==> src/shared/gci_pkg.sv <==
// Package for the global clock and interrupt output block
package gci_pkg;
   // Width of each pending and mask register
   localparam int GCI_REG_W = 32;
   // Register offsets (own map, plain port bus)
   localparam logic [3:0] GCI_OFF_PEND1 = 4'h0;
   localparam logic [3:0] GCI_OFF_MASK1 = 4'h1;
   localparam logic [3:0] GCI_OFF_PEND2 = 4'h2;
   localparam logic [3:0] GCI_OFF_MASK2 = 4'h3;
   localparam logic [3:0] GCI_OFF_RPLO_PEND = 4'h4;
   localparam logic [3:0] GCI_OFF_RPLO_MASK = 4'h5;
   localparam logic [3:0] GCI_OFF_RPHI_PEND = 4'h6;
   localparam logic [3:0] GCI_OFF_RPHI_MASK = 4'h7;
   localparam logic [3:0] GCI_OFF_STATUS = 4'h8;
   localparam int GCI_ADDR_W = 4;
   // Reset values: masks reset to all masked
   localparam logic [31:0] GCI_PEND_RST = 32'h00000000;
   localparam logic [31:0] GCI_MASK_RST = 32'hFFFFFFFF;
   // Control-port reset release delay in control-port clock cycles
   localparam int GCI_CTL_RST_CYCLES = 2;
endpackage

==> src/hw/gci_reset_sync.sv <==
// Reset release synchroniser with parameterised depth
`timescale 1ns/1ps
`default_nettype none
module gci_reset_sync #(
   parameter int STAGES = 2
) (
   input wire logic clk,
   input wire logic arst_n,
   output logic rst_n
);
   logic [STAGES-1:0] sync_q;
   // Assert at once, release after STAGES edges
   always_ff @(posedge clk or negedge arst_n) begin
      if (!arst_n) begin
         sync_q <= '0;
      end else begin
         sync_q <= {sync_q[STAGES-2:0], 1'b1};
      end
   end
   assign rst_n = sync_q[STAGES-1];
endmodule
`default_nettype wire

==> src/hw/gci_top.sv <==
// Global interrupt outputs and control-port reset for the bridge
//
// Our own choices: strobed register access and the register addresses.
`timescale 1ns/1ps
`default_nettype none
module gci_top
   import gci_pkg::*;
#(
   parameter int W = gci_pkg::GCI_REG_W,
   parameter bit ROOT_PORT_DECODE = 1'b1
) (
   input wire logic core_clk,
   input wire logic resetn,
   input wire logic [gci_pkg::GCI_ADDR_W-1:0] reg_addr,
   input wire logic [31:0] reg_wdata,
   input wire logic reg_wr,
   input wire logic reg_rd,
   output logic [31:0] reg_rdata,
   input wire logic [W-1:0] ev_pend1,
   input wire logic [W-1:0] ev_pend2,
   input wire logic [W-1:0] ev_rplo,
   input wire logic [W-1:0] ev_rphi,
   output logic irq_combined,
   output logic rp_msg_low_vector_irq,
   output logic rp_msg_high_vector_irq,
   output logic ctl_resetn
);
   import gci_pkg::*;

   typedef struct packed {
      logic [W-1:0] pend1;
      logic [W-1:0] mask1;
      logic [W-1:0] pend2;
      logic [W-1:0] mask2;
      logic [W-1:0] rplo_pend;
      logic [W-1:0] rplo_mask;
      logic [W-1:0] rphi_pend;
      logic [W-1:0] rphi_mask;
      logic [31:0] rdata;
      logic irq;
      logic lo_irq;
      logic hi_irq;
   } gci_state_type;

   gci_state_type s_q, s_d;
   logic rst_n;

   // Reset input released through two flip-flops; the card reset feeds resetn
   // The same copy is the control-port reset, so it lifts two edges after resetn
   gci_reset_sync #(.STAGES(GCI_CTL_RST_CYCLES)) u_rst (
      .clk(core_clk),
      .arst_n(resetn),
      .rst_n(rst_n)
   );

   // Write-one-to-clear pending, set wins over clear
   function automatic logic [W-1:0] pend_next(input logic [W-1:0] cur, input logic [W-1:0] ev,
                                              input logic clr, input logic [31:0] wd);
      logic [W-1:0] v;
      v = cur;
      if (clr) begin
         v = v & ~wd[W-1:0];
      end
      pend_next = v | ev;
   endfunction

   // Next state: register file, read data, irq levels
   always_comb begin
      s_d = s_q;
      s_d.pend1 = pend_next(s_q.pend1, ev_pend1, reg_wr && reg_addr == GCI_OFF_PEND1, reg_wdata);
      s_d.pend2 = pend_next(s_q.pend2, ev_pend2, reg_wr && reg_addr == GCI_OFF_PEND2, reg_wdata);
      s_d.rplo_pend = pend_next(s_q.rplo_pend, ev_rplo, reg_wr && reg_addr == GCI_OFF_RPLO_PEND,
                                reg_wdata);
      s_d.rphi_pend = pend_next(s_q.rphi_pend, ev_rphi, reg_wr && reg_addr == GCI_OFF_RPHI_PEND,
                                reg_wdata);
      if (reg_wr) begin
         unique case (reg_addr)
            GCI_OFF_MASK1: s_d.mask1 = reg_wdata[W-1:0];
            GCI_OFF_MASK2: s_d.mask2 = reg_wdata[W-1:0];
            GCI_OFF_RPLO_MASK: s_d.rplo_mask = reg_wdata[W-1:0];
            GCI_OFF_RPHI_MASK: s_d.rphi_mask = reg_wdata[W-1:0];
            default: ;
         endcase
      end
      // Read data valid only in the cycle after the strobe
      s_d.rdata = 32'h00000000;
      if (reg_rd) begin
         unique case (reg_addr)
            GCI_OFF_PEND1: s_d.rdata = 32'(s_q.pend1);
            GCI_OFF_MASK1: s_d.rdata = 32'(s_q.mask1);
            GCI_OFF_PEND2: s_d.rdata = 32'(s_q.pend2);
            GCI_OFF_MASK2: s_d.rdata = 32'(s_q.mask2);
            GCI_OFF_RPLO_PEND: s_d.rdata = 32'(s_q.rplo_pend);
            GCI_OFF_RPLO_MASK: s_d.rdata = 32'(s_q.rplo_mask);
            GCI_OFF_RPHI_PEND: s_d.rdata = 32'(s_q.rphi_pend);
            GCI_OFF_RPHI_MASK: s_d.rdata = 32'(s_q.rphi_mask);
            GCI_OFF_STATUS: s_d.rdata = {28'h0000000, rst_n, s_q.hi_irq, s_q.lo_irq, s_q.irq};
            default: s_d.rdata = 32'h00000000;
         endcase
      end
      // Levels registered for clean outputs; one cycle behind the pending bits
      s_d.irq = |(s_q.pend1 & ~s_q.mask1) || |(s_q.pend2 & ~s_q.mask2);
      s_d.lo_irq = ROOT_PORT_DECODE && |(s_q.rplo_pend & ~s_q.rplo_mask);
      s_d.hi_irq = ROOT_PORT_DECODE && |(s_q.rphi_pend & ~s_q.rphi_mask);
   end

   // Reset clears all state except the masks, which load all masked, so every irq is low during it
   always_ff @(posedge core_clk or negedge rst_n) begin
      if (!rst_n) begin
         s_q <= '{pend1: GCI_PEND_RST[W-1:0], mask1: GCI_MASK_RST[W-1:0],
                  pend2: GCI_PEND_RST[W-1:0], mask2: GCI_MASK_RST[W-1:0],
                  rplo_pend: GCI_PEND_RST[W-1:0], rplo_mask: GCI_MASK_RST[W-1:0],
                  rphi_pend: GCI_PEND_RST[W-1:0], rphi_mask: GCI_MASK_RST[W-1:0],
                  rdata: 32'h00000000, irq: 1'b0, lo_irq: 1'b0, hi_irq: 1'b0};
      end else begin
         s_q <= s_d;
      end
   end

   // Outputs from flip-flops; clock may stop in reset, state holds then
   assign reg_rdata = s_q.rdata;
   assign irq_combined = s_q.irq;
   assign rp_msg_low_vector_irq = s_q.lo_irq;
   assign rp_msg_high_vector_irq = s_q.hi_irq;
   assign ctl_resetn = rst_n; // Control clock is core_clk here
endmodule
`default_nettype wire

==> config.mk <==
export PLATFORM = sky130hd
export DESIGN_NAME = gci_top
export DESIGN_NICKNAME = d
export VERILOG_FILES = /design/src/shared/gci_pkg.sv /design/src/hw/gci_reset_sync.sv /design/src/hw/gci_top.sv
export SDC_FILE = /design/constraint.sdc
export NUM_CORES = 1
export LEC_CHECK = 0
export BUFFER_PORTS_ARGS = -buffer_cell sky130_fd_sc_hd__clkbuf_2
export CORE_MARGIN = 2
export CORE_UTILIZATION = 55
export DETAILED_ROUTE_END_ITERATION = 7
export GPL_ROUTABILITY_DRIVEN = 0
export GPL_TIMING_DRIVEN = 0
export PLACE_DENSITY_LB_ADDON = 0.05
export SLEW_MARGIN = 20
export SYNTH_ARGS = -nofsm -noshare
export SYNTH_HDL_FRONTEND = slang
export SYNTH_SLANG_ARGS = --single-unit
==> constraint.sdc <==
create_clock -name core_clk -period 27.4 [get_ports core_clk]
set_input_delay 2.74 -clock core_clk [delete_from_list [all_inputs] [get_ports core_clk]]
set_output_delay 2.74 -clock core_clk [all_outputs]
set_load 0.005 [all_outputs]
Word level (Yosys, flattened, before mapping) --
Index checks and enable logic that the tools add are counted.
Storage, ports and cells: flip-flop bits (word level) 293, input port bits 168, output and inout port bits 36, logic and storage cells 58
Operators by class: eq/ne operators 8, mux-type cells 6, bitwise gates (word level) 17, reduce and logical (&&, ||, !) cells 14
Operators by type and width (number):
- 32-bit one-hot mux with 9 select lines | 1
- 32-bit bitwise AND | 8
- 32-bit two-way mux | 5
- 32-bit NOT | 5
- 32-bit OR | 4
- 32-bit OR reduction | 4
- 4-bit by 3-bit == test with 1-bit output (second input constant) | 4
- 4-bit by 2-bit == test with 1-bit output (second input constant) | 2
- 2-bit AND reduction | 4
- 4-bit by 1-bit == test with 1-bit output (second input constant) | 1
- 4-bit == test (second input constant) | 1
- 1-bit logical AND | 4
- 4-bit logical NOT | 1
- 1-bit logical OR | 1

Longest topological paths before layout --
Gate-level depths: netlist of the first run.
depth in word-level cells 4, gate-level depth with buffers 7, depth with buffers taken out 4

By module --
A second synthesis of the first run with hierarchy kept.
Unflattened totals: cell total of the unflattened synthesis 1182, area, all modules 13680.6 µm²
Modules (own cells, without submodules):
- gci_top | times used 1, cells an instance 1179, area each 13626.8 µm², sequential area each 7442.1 µm²
- gci_reset_sync | times used 1, cells an instance 3, area each 53.8 µm², sequential area each 50.0 µm²

Worst setup path after synthesis of the first run --
No wires, ideal clock.
path kind register -> output, start reg u_rst.sync_q[1], end out ctl_resetn, arrival time 6.464 ns, required time 24.660 ns, setup slack 18.196 ns, stages on the path, launching flop included 1, path buffers 0, cell sequence dfrtp_1
RTL lines:
- start, declared | line gci_reset_sync.sv:11 | logic [STAGES-1:0] sync_q;
- start signal, assigned | line gci_reset_sync.sv:17 | sync_q <= {sync_q[STAGES-2:0], 1'b1};
- end, declared | line gci_top.sv:26 | output logic ctl_resetn
No word-level cell between the ends.

Worst setup path in the final report of the first run --
start reg u_rst.sync_q[1], end out ctl_resetn
No word-level cell between the ends.

==> results of run 1 <==
flip-flops by register name, summed over array words and instances, names as in the netlist:
name	flops
s_q	256
rp_msg_high_vector_irq	1
rp_msg_low_vector_irq	1
u_rst.sync_q	2
irq_combined	1
reg_rdata	32
worst reg2reg max path: cells and delay by family, from the launching register on:
family                 cells  cell delay, ns
DFF                        1            0.72
AOI/OAI and AO/OA          2            0.43
buffers and inverters      3            0.89
cells in the mapped netlist (6+ instances only):
library cell,number,area share [%]
dfrtp_1,165,30
nand2_1,145,4.0
a21o_1,128,7.0
dfstp_2,128,25
mux2_2,102,8.4
inv_1,69,1.9
nand2b_1,60,2.7
mux2i_1,42,3.1
buf_2,35,1.3
a221oi_1,32,2.0
buf_4,32,1.8
mux2_1,30,2.5
a21oi_1,29,1.1
o2bb2ai_1,29,1.9
clkbuf_1,25,0.69
o22ai_1,24,1.1
o2111ai_1,20,1.3
a222oi_1,18,1.3
nor4_1,9,0.41
nand3_1,8,0.29
o21ai_0,8,0.29
nor2_1,6,0.16
power by group through the flow:
stage	sequential, mW	clock, mW	combinational, mW
after detailed placement	0.561	0	0.154
final	0.558	0.461	0.158
after global placement	0.566	0	0.141
after CTS	0.555	0.464	0.155
after global routing	0.562	0.483	0.167
after floorplan	0.550	0	0.0907
metal layers:
layer,vias to the layer above,track usage [%]
met5,-,0
met4,4,17.0
met3,152,9.50
met2,720,55.9
met1,5441,48.9
li1,4699,-
final timing paths:
path,endpoint,depth (start not counted),from
setup reg to reg,reg_rdata[3],5,u_rst.sync_q[1]
max in group asynchronous,u_rst.sync_q[1],1,resetn
min in group core_clk,u_rst.sync_q[1],0,u_rst.sync_q[0]
hold / removal,s_q[287],0,u_rst.sync_q[1]
setup / recovery,ctl_resetn,4,u_rst.sync_q[1]
hold reg to reg,s_q[287],0,u_rst.sync_q[1]
metrics by stage:
step / hold WS (ns) / cell area, um^2 / worst slack [ns] / cells
global placement: 0.338 / 15100 / 14.58 / 1706
floorplan: 0.331 / 13700 / 18.20 / 1182
CTS: 0.305 / 16400 / 22.32 / 1774
finish: 0.285 / 16400 / 22.38 / 1777
global route: 0.325 / 16400 / 22.18 / 1775
detailed placement: 0.296 / 15200 / 22.30 / 1712
cell families (layout without fill, tap and decap cells):
group | Yosys count | in the layout | synth area share [%]
AO/OA/AOI/OAI | 302 | 302 | 16.8
buffers and inverters | 163 | 431 | 5.67
flip-flops | 293 | 293 | 54.8
multiplexers | 174 | 174 | 13.9
other | 1 | 4 | 0.0274
AND/OR/NAND/NOR | 249 | 249 | 8.84
cell type report:
class / count / share of cell area [%]
diodes: 3 / 0.0457
plain buffers: 94 / 3.15
clock buffers: 55 / 6.85
clock inverters: 7 / 0.236
inverters: 69 / 1.58
multi-input cells: 726 / 33.0
flip-flops and latches: 293 / 45.7
well taps: 324 / 2.47
repair buffers: 206 / 7.01
==> results_dict.tcl, run 1 <==
set metrics [dict create \
    outcome "finished, final reports clean" \
    ir_drop_v 0.0000584 \
    postCtsSetupRepairBufs 0 \
    die_area_um2 26200 \
    rsz0062_at_grt "false" \
    vias 11000 \
    die_w_um 162 \
    start_util_pct 56.1 \
    cts_buffers 34 \
    seqCellArea_um2 7500 \
    power_mw 1.18 \
    cts_tree "done" \
    p_sw_mw 0.305 \
    wl_met1_um 18700 \
    power.leakage_nw 7.24 \
    io_pins 204 \
    antenna_left 0 \
    maxCapViolCount 0 \
    path_max_fanout 40 \
    dp_hpwl_um 33700 \
    grt_max_degree 57 \
    rows 57 \
    crit_top_cell "buf_12" \
    drc 0 \
    port_buffers 200 \
    cts_hold_buf 0 \
    fmax_mhz 199 \
    finalSetupViolations 0 \
    p_per_area_nw_per_um2 71.7 \
    layout.cells.most_common "clkbuf_2" \
    drive_gt1_share_pct 38.9 \
    core_area_um2 24400 \
    p_clk_share_pct 39.2 \
    final_cell_mix "200 x clkbuf_2, 164 x dfrtp_1, 145 x nand2_1" \
    cts_root_buffer "clkbuf_16" \
    swShare_pct 25.9 \
    synth.net_count 1350 \
    cts_num_sinks 293 \
    timing.setup.tns_ns 0 \
    antenna_found_initial 4 \
    path_clk_slew_ns 0.06 \
    endpoint_kind "output port" \
    grt_first_pass_wirelength_um 69100 \
    avgViaCountPerCell 6.20 \
    cts-htree-levels 2 \
    cp.arrival_ns 2.28 \
    seq_area_frac_synth_pct 54.8 \
    yosysUniqueCellTypes 41 \
    fin_util_pct 67.3 \
    synthCells 1182 \
    cp_top_family "buffers and inverters" \
    maxSlewViolCount 0 \
    timing.reg2reg.setup_slack_ns 25.26 \
    syn_avg_cell_area_um2 11.6 \
    fin_crit_sh_pct 18.3 \
    async_flop_share_pct 100 \
    worstMarginPinSlew_ns 1.19 \
    wl_per_cell_um 26.6 \
    grt_pass1_vias 11000 \
    overflow 0 \
    netlist_area_um2 13700 \
    crit_required_ns 24.66 \
    yosysWarnings 0 \
    topRoutingLayerUsed "met5" \
    worst-setup-path-type "register to output port" \
    track_usage_pct 36.4 \
    met2RoutedLength_um 20900 \
    critPathSlowestCell "dfrtp_4" \
    final.min_clock_period_ns 5.02 \
    synth_ff_type "dfrtp_1" \
    slew_headroom_pct 19.3 \
    combPwrFrac_pct 13.4 \
    detailedRoute.firstPassIterationCount 6 \
    critical-path-max-stage-delay_ns 0.72 \
    die_height_um 162 \
    nets 1592 \
    hp-class "register to async pin" \
    crit_buf_inv 4 \
    synth_edf_count 0 \
    finClkSkew_ns 0.0193 \
    fillCellCount 1956 \
    crit_path_start_kind "register" \
    syn2layout_area_growth_pct 20.0 \
    path_cells "buf_12 -> buf_16 -> buf_12 -> clkbuf_2" \
    multi_input_area_um2 5410 \
    ctsResizeCount 0 \
    routed-wl-met3_um 5080 \
    hold_viol 0 \
    ctsLongestPathBuffers 3 \
    internal-power_mw 0.871 \
    totalWireLength_um 47200 \
    synth-seq-cells 293 \
    seqPwrFrac_pct 47.4 \
    clock_latency_ns 0.52 \
    drt_iter0_markers 1280 \
]
No activity file was read; power rests on OpenSTA's default activity.
==> inputs of run 2 (changes only) <==
==> constraint.sdc (replaced) <==
create_clock -name core_clk -period 5.2 [get_ports core_clk]
set_input_delay 0.52 -clock core_clk [delete_from_list [all_inputs] [get_ports core_clk]]
set_output_delay 0.52 -clock core_clk [all_outputs]
set_load 0.005 [all_outputs]
==> run 2 against run 1 <==
  * Register-to-register slack got worse by 22 ns
  * Sequential share of layout area increased by 0.24 points
  * Critical path type is now input pin to register
  * First-iteration DRC count decreased by 2.0%
  * Sequential power increased to 5.3 times the previous value
  * Global-route usage about the same
  * Clock power increased to 5.1 times the previous value
  * Largest cell class unchanged
  * Count of clock-buffer cells in the layout decreased by 12
  * Non-clock buffer count increased by 1
==> results_dict.tcl, run 2 (synthesis gave the netlist of run 1 again) <==
set metrics [dict create \
    r2r-start "s_q[171]" \
    hold_viol 0 \
    critPathSlowestCell "clkbuf_1" \
    combPwrFrac_pct 13.7 \
    cts_root_buffer "clkbuf_16" \
    cp_top_family "buffers and inverters" \
    p_sw_mw 1.59 \
    slew_headroom_pct 15.2 \
    maxSlewViolCount 0 \
    hold_ws_ns 0.129 \
    cts-htree-levels 1 \
    dp_hpwl_um 33800 \
    layout.cells.most_common "clkbuf_2" \
    avgViaCountPerCell 6.18 \
    grt_first_pass_wirelength_um 69400 \
    seqPwrFrac_pct 48.1 \
    grt_pass1_vias 11000 \
    hp-start "ev_rphi[17]" \
    fin_crit_sh_pct 47.8 \
    hold_depth 2 \
    cts_hold_buf 1 \
    cp.arrival_ns 2.93 \
    antenna_found_initial 4 \
    cts_buffers 31 \
    die_area_um2 26200 \
    path_max_fanout 10 \
    endpoint_kind "register" \
    fin_util_pct 66.9 \
    crit_buf_inv 3 \
    rows 57 \
    worstMarginPinSlew_ns 1.25 \
    timing.reg2reg.setup_slack_ns 3.24 \
    drc 0 \
    antenna_left 0 \
    rsz0062_at_grt "false" \
    internal-power_mw 4.51 \
    wl_per_cell_um 26.7 \
    syn2layout_area_growth_pct 19.3 \
    totalWireLength_um 47300 \
    critical-path-max-stage-delay_ns 0.81 \
    whs_endpoint "s_q[84]" \
    worst-setup-path-type "input pin to register" \
    drive_gt1_share_pct 38.7 \
    vias 10900 \
    seqCellArea_um2 7500 \
    finalSetupViolations 0 \
    die_height_um 162 \
    fmax_mhz 402 \
    core_area_um2 24400 \
    multi_input_area_um2 5410 \
    rr_worst_depth 4 \
    final_cell_mix "200 x clkbuf_2, 164 x dfrtp_1, 145 x nand2_1" \
    start_util_pct 56.1 \
    p_clk_share_pct 38.3 \
    outcome "finished, final reports clean" \
    swShare_pct 26.1 \
    detailedRoute.firstPassIterationCount 6 \
    path_clk_slew_ns 0.06 \
    nets 1590 \
    ir_drop_v 0.000245 \
    hp-class "input pin to register" \
    top_register "s_q" \
    fillCellCount 1974 \
    power.leakage_nw 7.19 \
    worst_r2r_endpoint "irq_combined" \
    clock_latency_ns 0.56 \
    crit_path_start_kind "input pin" \
    grt_max_degree 57 \
    cts_tree "done" \
    io_pins 204 \
    largest_reg_flops 256 \
    track_usage_pct 36.4 \
    ctsResizeCount 0 \
    final.min_clock_period_ns 2.49 \
    cts_num_sinks 293 \
    die_w_um 162 \
    ctsLongestPathBuffers 3 \
    postCtsSetupRepairBufs 0 \
    port_buffers 200 \
    finClkSkew_ns 0.0124 \
    drt_iter0_markers 1255 \
    maxCapViolCount 0 \
    path_cells "clkbuf_2 -> buf_2 -> nor4b_4 -> clkbuf_1 -> a222oi_1 -> a21oi_1" \
    p_per_area_nw_per_um2 374 \
    crit_required_ns 5.64 \
    power_mw 6.10 \
    overflow 0 \
]
[run 2: cell count changes in the layout (fill, tap and decap cells not counted), sizes merged]
cell and delta:
diode -2, clkinvlp +3, dlygate4sd3 +1, clkbuf -12
bufinv +4
[run 2: per-stage QoR]
stage / std cells / setup TNS, ns / instance area [um^2] / worst slack (ns)
2_1_floorplan: 1182 / 0 / 13700 / 0.490
3_3_place_gp: 1706 / -227.24 / 15100 / -1.41
3_5_place_dp: 1712 / 0 / 15200 / 2.30
4_1_cts: 1770 / 0 / 16300 / 2.84
5_1_grt: 1770 / 0 / 16300 / 2.64
6_report: 1771 / 0 / 16300 / 2.71
[run 2: layout make-up]
class	count	area share, %
antenna	1	0.0153
clock inverter	14	1.09
clock buffer	43	5.52
inverter	69	1.59
buffer	94	3.17
sequential	293	45.9
tap	324	2.48
multi-input combinational	726	33.2
timing repair buffer	207	7.07
[run 2: power groups by stage]
stage                     Clock, mW  Sequential (mW)  Combinational [mW]
after floorplan                   0             2.90               0.478
after global placement            0             2.98               0.748
after detailed placement          0             2.96               0.818
after CTS                      2.35             2.92               0.822
after global routing           2.44             2.96               0.887
final                          2.34             2.93               0.835
[run 2: worst max-delay path by stage]
stage | from | end | cells after the start
after global routing | reg_addr[0] | reg_rdata[5] | 6
after CTS | u_rst.sync_q[1] | ctl_resetn | 2
after global placement | u_rst.sync_q[1] | s_q[203] | 0
final | reg_addr[0] | reg_rdata[5] | 6
after detailed placement | reg_addr[0] | reg_rdata[5] | 6
after floorplan | u_rst.sync_q[1] | irq_combined | 0
[run 2: per-layer routing]
metal	wire length [um]	vias to the layer above	GRT usage, %	part of all wire, %
met5	34	-	0	0.072
met2	21300	619	56.8	45
li1	-	4692	-	-
met3	4570	176	8.12	9.7
met4	2660	6	16.7	5.6
met1	18700	5451	49.2	40
